[config.mk]
export PLATFORM = sky130hd
export DESIGN_NAME = afe_config_register_bank
export DESIGN_NICKNAME = d
export VERILOG_FILES = /design/src/core/afe_cfg_pkg.sv /design/src/core/afe_config_register_bank.sv /design/src/core/cfg_word_reg.sv
export SDC_FILE = /design/constraint.sdc
export NUM_CORES = 1
export LEC_CHECK = 0
export CORE_ASPECT_RATIO = 0.8
export CORE_MARGIN = 3
export CORE_UTILIZATION = 51
export CTS_CLUSTER_DIAMETER = 200
export DETAILED_ROUTE_END_ITERATION = 8
export DONT_BUFFER_PORTS = 1
export PLACE_DENSITY = 0.66
export SLEW_MARGIN = 20
export SYNTH_ARGS = -nofsm -noshare
export SYNTH_HDL_FRONTEND = slang
export SYNTH_HIERARCHICAL = 1
export SYNTH_SLANG_ARGS = --single-unit
[constraint.sdc]
create_clock -name pclk -period 2.2 [get_ports pclk]
set_input_delay 0.33 -clock pclk [delete_from_list [all_inputs] [get_ports pclk]]
set_output_delay 0.33 -clock pclk [all_outputs]
set_load 0.02 [all_outputs]
[src/core/afe_cfg_pkg.sv]
// Summary of operation
// - Bits 15:10 of the switch register each close a positive-input electrode switch when set.
// - Bits 9:8 of the switch register each connect calibration to the positive input when set.
// - Bits 7:2 of the switch register each close a negative-input electrode switch when set.
// - Bits 1:0 of the switch register each connect calibration to the negative input when set.
// - Mode bit 11 selects rectifier measurement at zero and I/Q demodulation at one.
// - Gain field 14:13 selects second-stage gain 1 to 4 for codes 00 to 11.
// - Offset field 5:0 is a twos-complement value from -32 to 31, reset zero.
// - The offset value is applied at the second stage, 31.2 mV per step at stage one.
// - Frequency field 8:0 sets excitation frequency to field times input clock over 1024.
// - Any frequency code is accepted in rectifier mode; I/Q mode needs compatible codes.
package afe_cfg_pkg;
    localparam int ADDR_W = 12;
    // register indices; the bus sees each word at four times its index
    localparam logic [ADDR_W-1:0] IDX_SWITCHES = 12'h00B;
    localparam logic [ADDR_W-1:0] IDX_MODE = 12'h00C;
    localparam logic [ADDR_W-1:0] IDX_WEIGHT = 12'h00D;
    localparam logic [ADDR_W-1:0] IDX_FREQ = 12'h00E;
    localparam logic [ADDR_W-1:0] IDX_DEMODCLK = 12'h00F;
    localparam logic [ADDR_W-1:0] OFS_SWITCHES = IDX_SWITCHES << 2;
    localparam logic [ADDR_W-1:0] OFS_MODE = IDX_MODE << 2;
    localparam logic [ADDR_W-1:0] OFS_WEIGHT = IDX_WEIGHT << 2;
    localparam logic [ADDR_W-1:0] OFS_FREQ = IDX_FREQ << 2;
    localparam logic [ADDR_W-1:0] OFS_DEMODCLK = IDX_DEMODCLK << 2;
    localparam logic [15:0] REG_RESET = 16'h0000;
    // writable masks, unused bits hold zero
    localparam logic [15:0] MASK_SWITCHES = 16'hFFFF;
    localparam logic [15:0] MASK_MODE = 16'h0800;
    localparam logic [15:0] MASK_WEIGHT = 16'h603F;
    localparam logic [15:0] MASK_FREQ = 16'h01FF;
    localparam logic [15:0] MASK_DEMODCLK = 16'h3800;
    localparam int POS_ELEC_LSB = 10;
    localparam int POS_CAL_LSB = 8;
    localparam int NEG_ELEC_LSB = 2;
    localparam int NEG_CAL_LSB = 0;
    localparam int MODE_BIT = 11;
    localparam int GAIN_LSB = 13;
    localparam int OFFSET_LSB = 0;
    localparam int FREQ_LSB = 0;
    localparam int DIV_LSB = 11;
    localparam int ELEC_N = 6;
    localparam int CAL_N = 2;
    localparam int GAIN_W = 2;
    localparam int OFFSET_W = 6;
    localparam int FREQ_W = 9;
    localparam int DIV_W = 3;
    localparam int NREG = 5;
endpackage

[src/core/afe_config_register_bank.sv]
`timescale 1ns/100ps
// apb slave holding the front-end configuration words
module afe_config_register_bank
    import afe_cfg_pkg::*;
(
    // apb
    input wire logic pclk,
    input wire logic presetn,
    input wire logic psel,
    input wire logic penable,
    input wire logic pwrite,
    input wire logic [ADDR_W-1:0] paddr,
    input wire logic [31:0] pwdata,
    output logic [31:0] prdata,
    output logic pready,
    output logic pslverr,
    // receive amplifier switches
    output logic [ELEC_N-1:0] pos_electrode_switch,
    output logic [CAL_N-1:0] pos_calibration_switch,
    output logic [ELEC_N-1:0] neg_electrode_switch,
    output logic [CAL_N-1:0] neg_calibration_switch,
    // measurement mode
    output logic quadrature_mode_sel,
    // weight path
    output logic [GAIN_W-1:0] weight_stage2_gain,
    output logic signed [OFFSET_W-1:0] weight_offset_code,
    // excitation and demodulator clock
    output logic [FREQ_W-1:0] excitation_freq_field,
    output logic [DIV_W-1:0] quadrature_clock_divider
);
    typedef struct packed {
        logic [31:0] rdata;
        logic err;
    } bus_s;
    bus_s st_q;
    bus_s st_d;

    logic [NREG-1:0] hit;
    logic [NREG-1:0] wr;
    logic [15:0] val [NREG];
    logic access;
    localparam logic [15:0] MASKS [NREG] = '{MASK_SWITCHES, MASK_MODE, MASK_WEIGHT,
        MASK_FREQ, MASK_DEMODCLK};

    // address decode
    assign hit[0] = (paddr == OFS_SWITCHES);
    assign hit[1] = (paddr == OFS_MODE);
    assign hit[2] = (paddr == OFS_WEIGHT);
    assign hit[3] = (paddr == OFS_FREQ);
    assign hit[4] = (paddr == OFS_DEMODCLK);
    assign access = psel & penable;
    assign wr = (access & pwrite) ? hit : '0;

    // storage words
    genvar gi;
    generate
        for (gi = 0; gi < NREG; gi++) begin : g_reg
            cfg_word_reg #(.MASK(MASKS[gi])) u_reg (
                .pclk(pclk),
                .presetn(presetn),
                .wr(wr[gi]),
                .wdata(pwdata[15:0]),
                .value(val[gi])
            );
        end
    endgenerate

    // read data prepared in the setup cycle, error for unmapped address
    always_comb begin
        st_d = st_q;
        if (psel && !penable) begin
            st_d.err = ~|hit;
            st_d.rdata = '0;
            for (int i = 0; i < NREG; i++) begin
                if (hit[i]) begin
                    st_d.rdata = {16'h0000, val[i]};
                end
            end
        end
    end

    always_ff @(posedge pclk or negedge presetn) begin
        if (!presetn) begin
            st_q <= '{rdata: 32'h0000_0000, err: 1'b0};
        end else begin
            st_q <= st_d;
        end
    end

    assign pready = 1'b1;
    assign prdata = st_q.rdata;
    assign pslverr = access & st_q.err;

    // analog control fields
    assign pos_electrode_switch = val[0][POS_ELEC_LSB +: ELEC_N];
    assign pos_calibration_switch = val[0][POS_CAL_LSB +: CAL_N];
    assign neg_electrode_switch = val[0][NEG_ELEC_LSB +: ELEC_N];
    assign neg_calibration_switch = val[0][NEG_CAL_LSB +: CAL_N];
    assign quadrature_mode_sel = val[1][MODE_BIT];
    assign weight_stage2_gain = val[2][GAIN_LSB +: GAIN_W];
    assign weight_offset_code = $signed(val[2][OFFSET_LSB +: OFFSET_W]);
    assign excitation_freq_field = val[3][FREQ_LSB +: FREQ_W];
    assign quadrature_clock_divider = val[4][DIV_LSB +: DIV_W];

    // checks
    property p_write_switch;
        @(posedge pclk) disable iff (!presetn)
        (access && pwrite && paddr == OFS_SWITCHES) |=>
            {pos_electrode_switch, pos_calibration_switch, neg_electrode_switch,
             neg_calibration_switch} == $past(pwdata[15:0]);
    endproperty
    a_write_switch: assert property (p_write_switch) else $error("switch write lost");
    property p_mode;
        @(posedge pclk) disable iff (!presetn)
        (access && pwrite && paddr == OFS_MODE) |=>
            quadrature_mode_sel == $past(pwdata[MODE_BIT]);
    endproperty
    a_mode: assert property (p_mode) else $error("mode write lost");
    property p_gain;
        @(posedge pclk) disable iff (!presetn)
        (access && pwrite && paddr == OFS_WEIGHT) |=>
            weight_stage2_gain == $past(pwdata[GAIN_LSB +: GAIN_W]);
    endproperty
    a_gain: assert property (p_gain) else $error("gain write lost");
    property p_offset;
        @(posedge pclk) disable iff (!presetn)
        (access && pwrite && paddr == OFS_WEIGHT) |=>
            weight_offset_code == $past(pwdata[OFFSET_LSB +: OFFSET_W]);
    endproperty
    a_offset: assert property (p_offset) else $error("offset write lost");
    property p_freq;
        @(posedge pclk) disable iff (!presetn)
        (access && pwrite && paddr == OFS_FREQ) |=>
            excitation_freq_field == $past(pwdata[FREQ_LSB +: FREQ_W]);
    endproperty
    a_freq: assert property (p_freq) else $error("frequency write lost");
    property p_div;
        @(posedge pclk) disable iff (!presetn)
        (access && pwrite && paddr == OFS_DEMODCLK) |=>
            quadrature_clock_divider == $past(pwdata[DIV_LSB +: DIV_W]);
    endproperty
    a_div: assert property (p_div) else $error("divider write lost");
    property p_hold;
        @(posedge pclk) disable iff (!presetn)
        !(access && pwrite) |=> $stable(weight_stage2_gain) && $stable(excitation_freq_field);
    endproperty
    a_hold: assert property (p_hold) else $error("field changed without write");
    property p_readback;
        @(posedge pclk) disable iff (!presetn)
        (psel && !penable && !pwrite && paddr == OFS_FREQ) ##1 (access)
            |-> prdata == 32'(excitation_freq_field);
    endproperty
    a_readback: assert property (p_readback) else $error("readback mismatch");

    // address-map view for the checks, built from the offsets alone
    logic mapped_addr;
    assign mapped_addr = paddr inside {OFS_SWITCHES, OFS_MODE, OFS_WEIGHT, OFS_FREQ,
        OFS_DEMODCLK};

    // reset values, seen at the first edge after reset is released
    // positive electrode switches open
    property p_rst_pe;
        @(posedge pclk) $rose(presetn) |-> pos_electrode_switch == '0;
    endproperty
    a_rst_pe: assert property (p_rst_pe) else $error("pos electrode not open");
    // positive calibration switches open
    property p_rst_pc;
        @(posedge pclk) $rose(presetn) |-> pos_calibration_switch == '0;
    endproperty
    a_rst_pc: assert property (p_rst_pc) else $error("pos calibration not open");
    // negative electrode switches open
    property p_rst_ne;
        @(posedge pclk) $rose(presetn) |-> neg_electrode_switch == '0;
    endproperty
    a_rst_ne: assert property (p_rst_ne) else $error("neg electrode not open");
    // negative calibration switches open
    property p_rst_nc;
        @(posedge pclk) $rose(presetn) |-> neg_calibration_switch == '0;
    endproperty
    a_rst_nc: assert property (p_rst_nc) else $error("neg calibration not open");
    // rectifier measurement selected
    property p_rst_mode;
        @(posedge pclk) $rose(presetn) |-> !quadrature_mode_sel;
    endproperty
    a_rst_mode: assert property (p_rst_mode) else $error("mode not rectifier");
    // second-stage gain of one
    property p_rst_gain;
        @(posedge pclk) $rose(presetn) |-> weight_stage2_gain == '0;
    endproperty
    a_rst_gain: assert property (p_rst_gain) else $error("gain not one");
    // offset correction of zero
    property p_rst_ofs;
        @(posedge pclk) $rose(presetn) |-> weight_offset_code == '0;
    endproperty
    a_rst_ofs: assert property (p_rst_ofs) else $error("offset not zero");
    // excitation frequency word of zero
    property p_rst_freq;
        @(posedge pclk) $rose(presetn) |-> excitation_freq_field == '0;
    endproperty
    a_rst_freq: assert property (p_rst_freq) else $error("frequency not zero");
    // demodulator divider code of zero
    property p_rst_div;
        @(posedge pclk) $rose(presetn) |-> quadrature_clock_divider == '0;
    endproperty
    a_rst_div: assert property (p_rst_div) else $error("divider not zero");
    // bus answer cleared
    property p_rst_bus;
        @(posedge pclk) $rose(presetn) |-> prdata == '0 && !pslverr;
    endproperty
    a_rst_bus: assert property (p_rst_bus) else $error("bus answer not clear");

    // each word only moves on a write to its own address
    // switch word
    property p_hold_sw;
        @(posedge pclk) disable iff (!presetn)
        !(access && pwrite && paddr == OFS_SWITCHES) |=>
            $stable({pos_electrode_switch, pos_calibration_switch, neg_electrode_switch,
                     neg_calibration_switch});
    endproperty
    a_hold_sw: assert property (p_hold_sw) else $error("switch moved");
    // mode word
    property p_hold_mode;
        @(posedge pclk) disable iff (!presetn)
        !(access && pwrite && paddr == OFS_MODE) |=>
            $stable(quadrature_mode_sel);
    endproperty
    a_hold_mode: assert property (p_hold_mode) else $error("mode moved");
    // weight word
    property p_hold_weight;
        @(posedge pclk) disable iff (!presetn)
        !(access && pwrite && paddr == OFS_WEIGHT) |=>
            $stable({weight_stage2_gain, weight_offset_code});
    endproperty
    a_hold_weight: assert property (p_hold_weight) else $error("weight moved");
    // frequency word
    property p_hold_freq;
        @(posedge pclk) disable iff (!presetn)
        !(access && pwrite && paddr == OFS_FREQ) |=>
            $stable(excitation_freq_field);
    endproperty
    a_hold_freq: assert property (p_hold_freq) else $error("frequency moved");
    // divider word
    property p_hold_div;
        @(posedge pclk) disable iff (!presetn)
        !(access && pwrite && paddr == OFS_DEMODCLK) |=>
            $stable(quadrature_clock_divider);
    endproperty
    a_hold_div: assert property (p_hold_div) else $error("divider moved");

    // read data in the access phase mirrors the stored fields
    // switch word
    property p_rb_sw;
        @(posedge pclk) disable iff (!presetn)
        (psel && !penable && !pwrite && paddr == OFS_SWITCHES) ##1 (access)
            |-> prdata == {16'h0000, pos_electrode_switch, pos_calibration_switch,
                           neg_electrode_switch, neg_calibration_switch};
    endproperty
    a_rb_sw: assert property (p_rb_sw) else $error("switch readback");
    // mode word, unused bits zero
    property p_rb_mode;
        @(posedge pclk) disable iff (!presetn)
        (psel && !penable && !pwrite && paddr == OFS_MODE) ##1 (access)
            |-> prdata == (32'(quadrature_mode_sel) << MODE_BIT);
    endproperty
    a_rb_mode: assert property (p_rb_mode) else $error("mode readback");
    // weight word
    property p_rb_weight;
        @(posedge pclk) disable iff (!presetn)
        (psel && !penable && !pwrite && paddr == OFS_WEIGHT) ##1 (access)
            |-> prdata[GAIN_LSB +: GAIN_W] == weight_stage2_gain &&
                prdata[OFFSET_LSB +: OFFSET_W] == weight_offset_code;
    endproperty
    a_rb_weight: assert property (p_rb_weight) else $error("weight readback");
    // divider word
    property p_rb_div;
        @(posedge pclk) disable iff (!presetn)
        (psel && !penable && !pwrite && paddr == OFS_DEMODCLK) ##1 (access)
            |-> prdata[DIV_LSB +: DIV_W] == quadrature_clock_divider;
    endproperty
    a_rb_div: assert property (p_rb_div) else $error("divider readback");
    // upper half of every read is zero
    property p_rb_upper;
        @(posedge pclk) disable iff (!presetn)
        (access && !pwrite) |-> prdata[31:16] == 16'h0000;
    endproperty
    a_rb_upper: assert property (p_rb_upper) else $error("upper read bits set");

    // refusal of unmapped addresses
    // error raised in the access phase
    property p_err_flag;
        @(posedge pclk) disable iff (!presetn)
        (psel && !penable && !mapped_addr) ##1 (access) |-> pslverr;
    endproperty
    a_err_flag: assert property (p_err_flag) else $error("unmapped not refused");
    // refused access returns zero
    property p_err_data;
        @(posedge pclk) disable iff (!presetn)
        (psel && !penable && !mapped_addr) ##1 (access) |-> prdata == '0;
    endproperty
    a_err_data: assert property (p_err_data) else $error("unmapped data not zero");
    // mapped addresses never refused
    property p_ok_mapped;
        @(posedge pclk) disable iff (!presetn)
        (psel && !penable && mapped_addr) ##1 (access) |-> !pslverr;
    endproperty
    a_ok_mapped: assert property (p_ok_mapped) else $error("mapped refused");
    // error only shown in an access phase
    property p_err_idle;
        @(posedge pclk) disable iff (!presetn)
        !access |-> !pslverr;
    endproperty
    a_err_idle: assert property (p_err_idle) else $error("error outside access");
    // a refused write changes no control output
    property p_err_nowrite;
        @(posedge pclk) disable iff (!presetn)
        (access && pwrite && !mapped_addr) |=>
            $stable({pos_electrode_switch, pos_calibration_switch, neg_electrode_switch,
                     neg_calibration_switch, quadrature_mode_sel, weight_stage2_gain,
                     weight_offset_code, excitation_freq_field, quadrature_clock_divider});
    endproperty
    a_err_nowrite: assert property (p_err_nowrite) else $error("refused write landed");

    // read data only moves on a setup edge
    property p_rdata_stands;
        @(posedge pclk) disable iff (!presetn)
        !(psel && !penable) |=> $stable(prdata);
    endproperty
    a_rdata_stands: assert property (p_rdata_stands) else $error("read data moved");
endmodule // afe_config_register_bank

[src/core/cfg_word_reg.sv]
`timescale 1ns/100ps
// one 16-bit configuration word with write mask
module cfg_word_reg
    import afe_cfg_pkg::*;
#(
    parameter logic [15:0] MASK = 16'hFFFF
) (
    // clock and reset
    input wire logic pclk,
    input wire logic presetn,
    // write port
    input wire logic wr,
    input wire logic [15:0] wdata,
    // stored value
    output logic [15:0] value
);
    typedef struct packed {
        logic [15:0] word;
    } word_s;
    word_s st_q;
    word_s st_d;

    // next value: masked store on write
    always_comb begin
        st_d = st_q;
        if (wr) begin
            st_d.word = wdata & MASK;
        end
    end

    // register
    always_ff @(posedge pclk or negedge presetn) begin
        if (!presetn) begin
            st_q <= '{word: REG_RESET};
        end else begin
            st_q <= st_d;
        end
    end

    assign value = st_q.word;
endmodule // cfg_word_reg

# Word level (Yosys, flattened, before mapping)
# Cells that the tools add are included.
dict set report op_classes {
  reduce_logical 4
  eq_ne 5
  n_bitwise 3
  muxes 6
}
# cell n
set op_table {}
lappend op_table {{32-bit two-way mux} 4}
lappend op_table {{12-bit by 6-bit equality test with 1-bit output, second input constant} 5}
lappend op_table {{16-bit two-way mux} 1}
lappend op_table {{5-bit two-way mux} 1}
lappend op_table {{5-bit OR reduction} 1}
lappend op_table {{1-bit bitwise AND} 3}
lappend op_table {{1-bit logical NOT} 2}
lappend op_table {{1-bit logical AND} 1}
dict set report word_totals {
  regBits 70
  elab_cells 25
  output_inout_bits 71
}

# Logic depth before layout (Yosys ltp)
dict set report depth {
  depth_word 6
  mapped_depth 7
}

# Modules after synthesis
# The synthesis kept the hierarchy.
# mod cells_each instances area_each_um2
set by_module_without_submodules {}
lappend by_module_without_submodules {afe_config_register_bank 223 1 1717.9}
lappend by_module_without_submodules {{cfg_word_reg (g_reg[0].u_reg)} 34 1 649.4}
lappend by_module_without_submodules {{cfg_word_reg (g_reg[3].u_reg)} 27 1 427.9}
lappend by_module_without_submodules {{cfg_word_reg (g_reg[2].u_reg)} 26 1 395.4}
lappend by_module_without_submodules {{cfg_word_reg (g_reg[4].u_reg)} 20 1 210.2}
lappend by_module_without_submodules {{cfg_word_reg (g_reg[1].u_reg)} 18 1 156.4}

# Worst setup path after synthesis
# No wires, ideal clock.
dict set report synth_timing {
  kind {in2reg}
  start {input port paddr[7]}
  end {register g_reg[0].u_reg.st_q (netlist bit g_reg[0].u_reg/value[10])}
  setup_ns 0.125
  arrival_ns 1.840
  n_path_buf 2
  path_stages 7
  t_required_ns 2.075
  path_slack_ns 0.235
  path_cell_list {nor4_4 nand4_1 or2_1 nor3b_2 buf_6 buf_12 mux2_4}
}
dict set report synth_via {
  elab_chain_cells 2
}
# element line_no
set synth_rtl {}
lappend synth_rtl {{start: declaration} afe_config_register_bank.sv:12} ;# input wire logic [ADDR_W-1:0] paddr,
lappend synth_rtl {{12-bit by 6-bit equality test with 1-bit output} n/a}
lappend synth_rtl {{5-bit two-way mux} afe_config_register_bank.sv:52} ;# assign wr = (access & pwrite) ? hit : '0;
lappend synth_rtl {{via wr[0]} afe_config_register_bank.sv:39} ;# logic [NREG-1:0] wr;
lappend synth_rtl {{end signal: assignment} cfg_word_reg.sv:34} ;# st_q <= '{word: REG_RESET};
lappend synth_rtl {{end signal: assignment} cfg_word_reg.sv:36} ;# st_q <= st_d;
lappend synth_rtl {{end: declaration} cfg_word_reg.sv:20} ;# word_s st_q;
# The timed path passes the listed nets, and every way through them passes these cells.
# A chain may end at the register's enable or synchronous reset.

# Worst setup path in the final report
dict set report layout_timing {
  start {input port paddr[7]}
  end {register g_reg[0].u_reg.st_q (netlist bit g_reg[0].u_reg/value[3])}
}
# Same word-level chain as after synthesis.

==> flow_metrics.env <==
export IMPL_status="completed"
export IMPL_crit_type="primary input to flip-flop"
export IMPL_hold_path_class="primary input to flip-flop"
export IMPL_die_area_um2=8020
export IMPL_ys_seq_area_share_pct=38.0
export IMPL_cts_resized=0
export IMPL_cp_max_fo=9
export IMPL_clockBufferDepth=2
export IMPL_first_pass_iters=4
export IMPL_grt_remaining_overflow=0
export IMPL_layout_drive_gt1_share_pct=19.1
export IMPL_hold_viol=0
export IMPL_viasPerCell=5.03
export IMPL_clock_sinks=54
export IMPL_ys_flop_type="dfrtp_1"
export IMPL_core_um2=6570
export IMPL_fin_tns_setup_ns=0
export IMPL_post_cts_setup_buffers=0
export IMPL_powerDensity_nw_per_um2=540
export IMPL_gp_congestion=0.725
export IMPL_worst_ep_arrival_time_ns=1.94
export IMPL_hold_end="g_reg[3].u_reg/value[1]$_DFFE_PN0P_"
export IMPL_rsz0062_at_grt="false"
export IMPL_worstHoldStart="pwdata[1]"
export IMPL_timing_rr_end="prdata[0]$_DFFE_PN0P_"
export IMPL_crit_chain="nor4_4 > nand4_1 > or2_1 > nor3b_4 > buf_4 > mux2_2"
export IMPL_h_tree_depth=2
export IMPL_ys_seq_elements=54
export IMPL_path_buf_inv=1
export IMPL_peakVddDrop_uv=234
export IMPL_slowest_delay_ns=0.36
export IMPL_drt_wl_total_um=6970
export IMPL_dp_hpwl_um=5100
export IMPL_critPathRequiredTime_ns=2.40
export IMPL_grt_max_degree=55
export IMPL_vias=2054
export IMPL_worstHoldPathCells=1
export IMPL_reg2reg_depth=3
export IMPL_first_global_vias=1998
export IMPL_area_growth_pct=-5.17
export IMPL_antenna_left=0
export IMPL_setup_viol=0
export IMPL_seq_area_um2=1350
export IMPL_fin_crit_sh_pct=79.4
export IMPL_slowest_stage="mux2_2"
export IMPL_multi_input_area_um2=1700
export IMPL_syn_inst=348
export IMPL_cp_top_family="simple AND/OR/NAND/NOR gates"
export IMPL_rows=26
export IMPL_fillCellCount=615
export IMPL_io_pins=120
export IMPL_avgSynthCellArea_um2=10.2
export IMPL_grt_antenna_before_repair=0
export IMPL_synthDistinctLibCells=35
export IMPL_start_kind="primary input"
export IMPL_die_h_um=80.7
export IMPL_grt_pass1_wl_um=10900
export IMPL_port_buffers=0
export IMPL_start_util_pct=54.1
export IMPL_cts_root_buf="clkbuf_8"
export IMPL_cts_hold_buf=2
export IMPL_drv_cap=0
export IMPL_rrSetupSlack_ns=0.92
export IMPL_cts_buffers=5
export IMPL_yosysWarningCount=6
export IMPL_power_leakage_nw=1.66
export IMPL_fin_nets=372
export IMPL_clock_latency_ns=0.30
export IMPL_grt_util_all_layers_pct=17.9
export IMPL_async_flop_share_pct=100
export IMPL_dp_cells=398
export IMPL_synth_edf_count=0
export IMPL_r2r_start="g_reg[2].u_reg/value[0]$_DFFE_PN0P_"
export IMPL_die_x_um=99.4
export IMPL_syn_cell_area_um2=3560
export IMPL_clock_skew_final_ns=0.00392
export IMPL_diodes=0
export IMPL_fmax_ghz=0.572
export IMPL_critPathCaptureType="flip-flop"
export IMPL_cts_clk_slew_worst_paths_ns=0.10
export IMPL_layout_min_cycle_time_ns=1.75
export IMPL_drv_slew=0
export IMPL_cts_tree="built"
export IMPL_drc=0
export IMPL_layout_cells_non_filler=408
export IMPL_post_drt_wl_per_cell_um=17.1
export IMPL_drt_iter0_markers=87
-- layout by cell type, fill, tap and decap left out, drive strengths merged --
cell / instances
a21oi: 11
a22o: 5
a22oi: 5
and2: 1
and2b: 1
and3: 3
buf: 8
bufinv: 1
clkbuf: 6
clkinvlp: 1
conb: 60
dfrtp: 54
dlygate4sd3: 1
mux2: 37
mux2i: 16
nand2: 41
nand2b: 2
nand3: 2
nand4: 2
nor2: 26
nor2b: 2
nor3: 3
nor3b: 1
nor4: 1
o21ai: 17
o2bb2ai: 5
o31ai: 11
or2: 1
-- sequential cells by signal (all words and copies together), names as in the netlist --
name,flops
prdata,16
st_q,1
g.u_reg/value,37
-- cell usage after synthesis (2+ instances only) --
cell,n,area [um2]
a21oi_1,11,55.1
a22o_1,5,43.8
a22oi_1,5,37.5
and3_1,3,18.8
buf_2,3,15.0
buf_4,79,593
buf_6,5,56.3
clkbuf_1,6,22.5
conb_1,6,22.5
dfrtp_1,54,1350
mux2_2,9,101
mux2_4,28,420
mux2i_1,16,160
nand2_1,41,154
nand2b_1,2,12.5
nand3_1,2,10.0
nor2_1,26,97.6
nor2b_1,2,12.5
o21ai_0,15,75.1
o21ai_1,2,10.0
o2bb2ai_1,5,43.8
o31ai_1,6,45.0
o31ai_2,5,62.6
-- stage by stage --
stage	util (%)	area (um2)	hold WS [ns]	setup WS [ns]	power, mW
after floorplan	-	3760	0.0344	0.235	1.23
after global placement	49.1	3230	0.0359	0.159	1.14
after detailed placement	49.1	3230	0.0361	0.114	1.14
after CTS	51.3	3370	0.150	0.431	1.84
after global routing	51.3	3370	0.131	0.326	1.91
final	51.3	3370	0.162	0.453	1.82
-- cells by family after synthesis --
group | after synthesis | share of synthesized area, %
other cells | 6 | 0.633
mux | 53 | 19.2
simple gates | 86 | 11.7
buf+inv | 95 | 20.0
flops | 54 | 38.0
compound gates | 54 | 10.5
-- power breakdown --
group          total (mW)  internal, mW  switching (mW)  leakage, nW
Combinational       0.156        0.0502           0.106        0.852
Clock               0.666         0.340           0.326       0.0514
Sequential          0.998         0.995         0.00341        0.752
-- worst max path at each step --
stage | startpoint | endpoint | depth (start not counted)
2_1_floorplan | paddr[7] | g_reg[0].u_reg/value[10]$_DFFE_PN0P_ | 7
3_3_place_gp | paddr[7] | g_reg[0].u_reg/value[1]$_DFFE_PN0P_ | 6
3_5_place_dp | paddr[7] | g_reg[0].u_reg/value[3]$_DFFE_PN0P_ | 6
4_1_cts | paddr[7] | g_reg[0].u_reg/value[3]$_DFFE_PN0P_ | 6
5_1_grt | paddr[7] | g_reg[0].u_reg/value[3]$_DFFE_PN0P_ | 6
6_report | paddr[7] | g_reg[0].u_reg/value[3]$_DFFE_PN0P_ | 6
-- layout make-up --
cell class	instances	area share [%]
multi-input combinational	253	50.5
sequential	54	40.1
timing repair buffer	9	3.04
clock buffer	6	2.15
tap	84	3.12
clock inverter	2	1.11
-- per-layer routing --
metal	part of all wire, %	vias up	global-route usage (%)
met3	9.4	5	7.20
met5	0	-	0
li1	-	990	-
met2	41	87	25.2
met1	49	972	25.7
met4	0.63	0	4.09
Note: power is estimated with default switching activity, not from simulation.
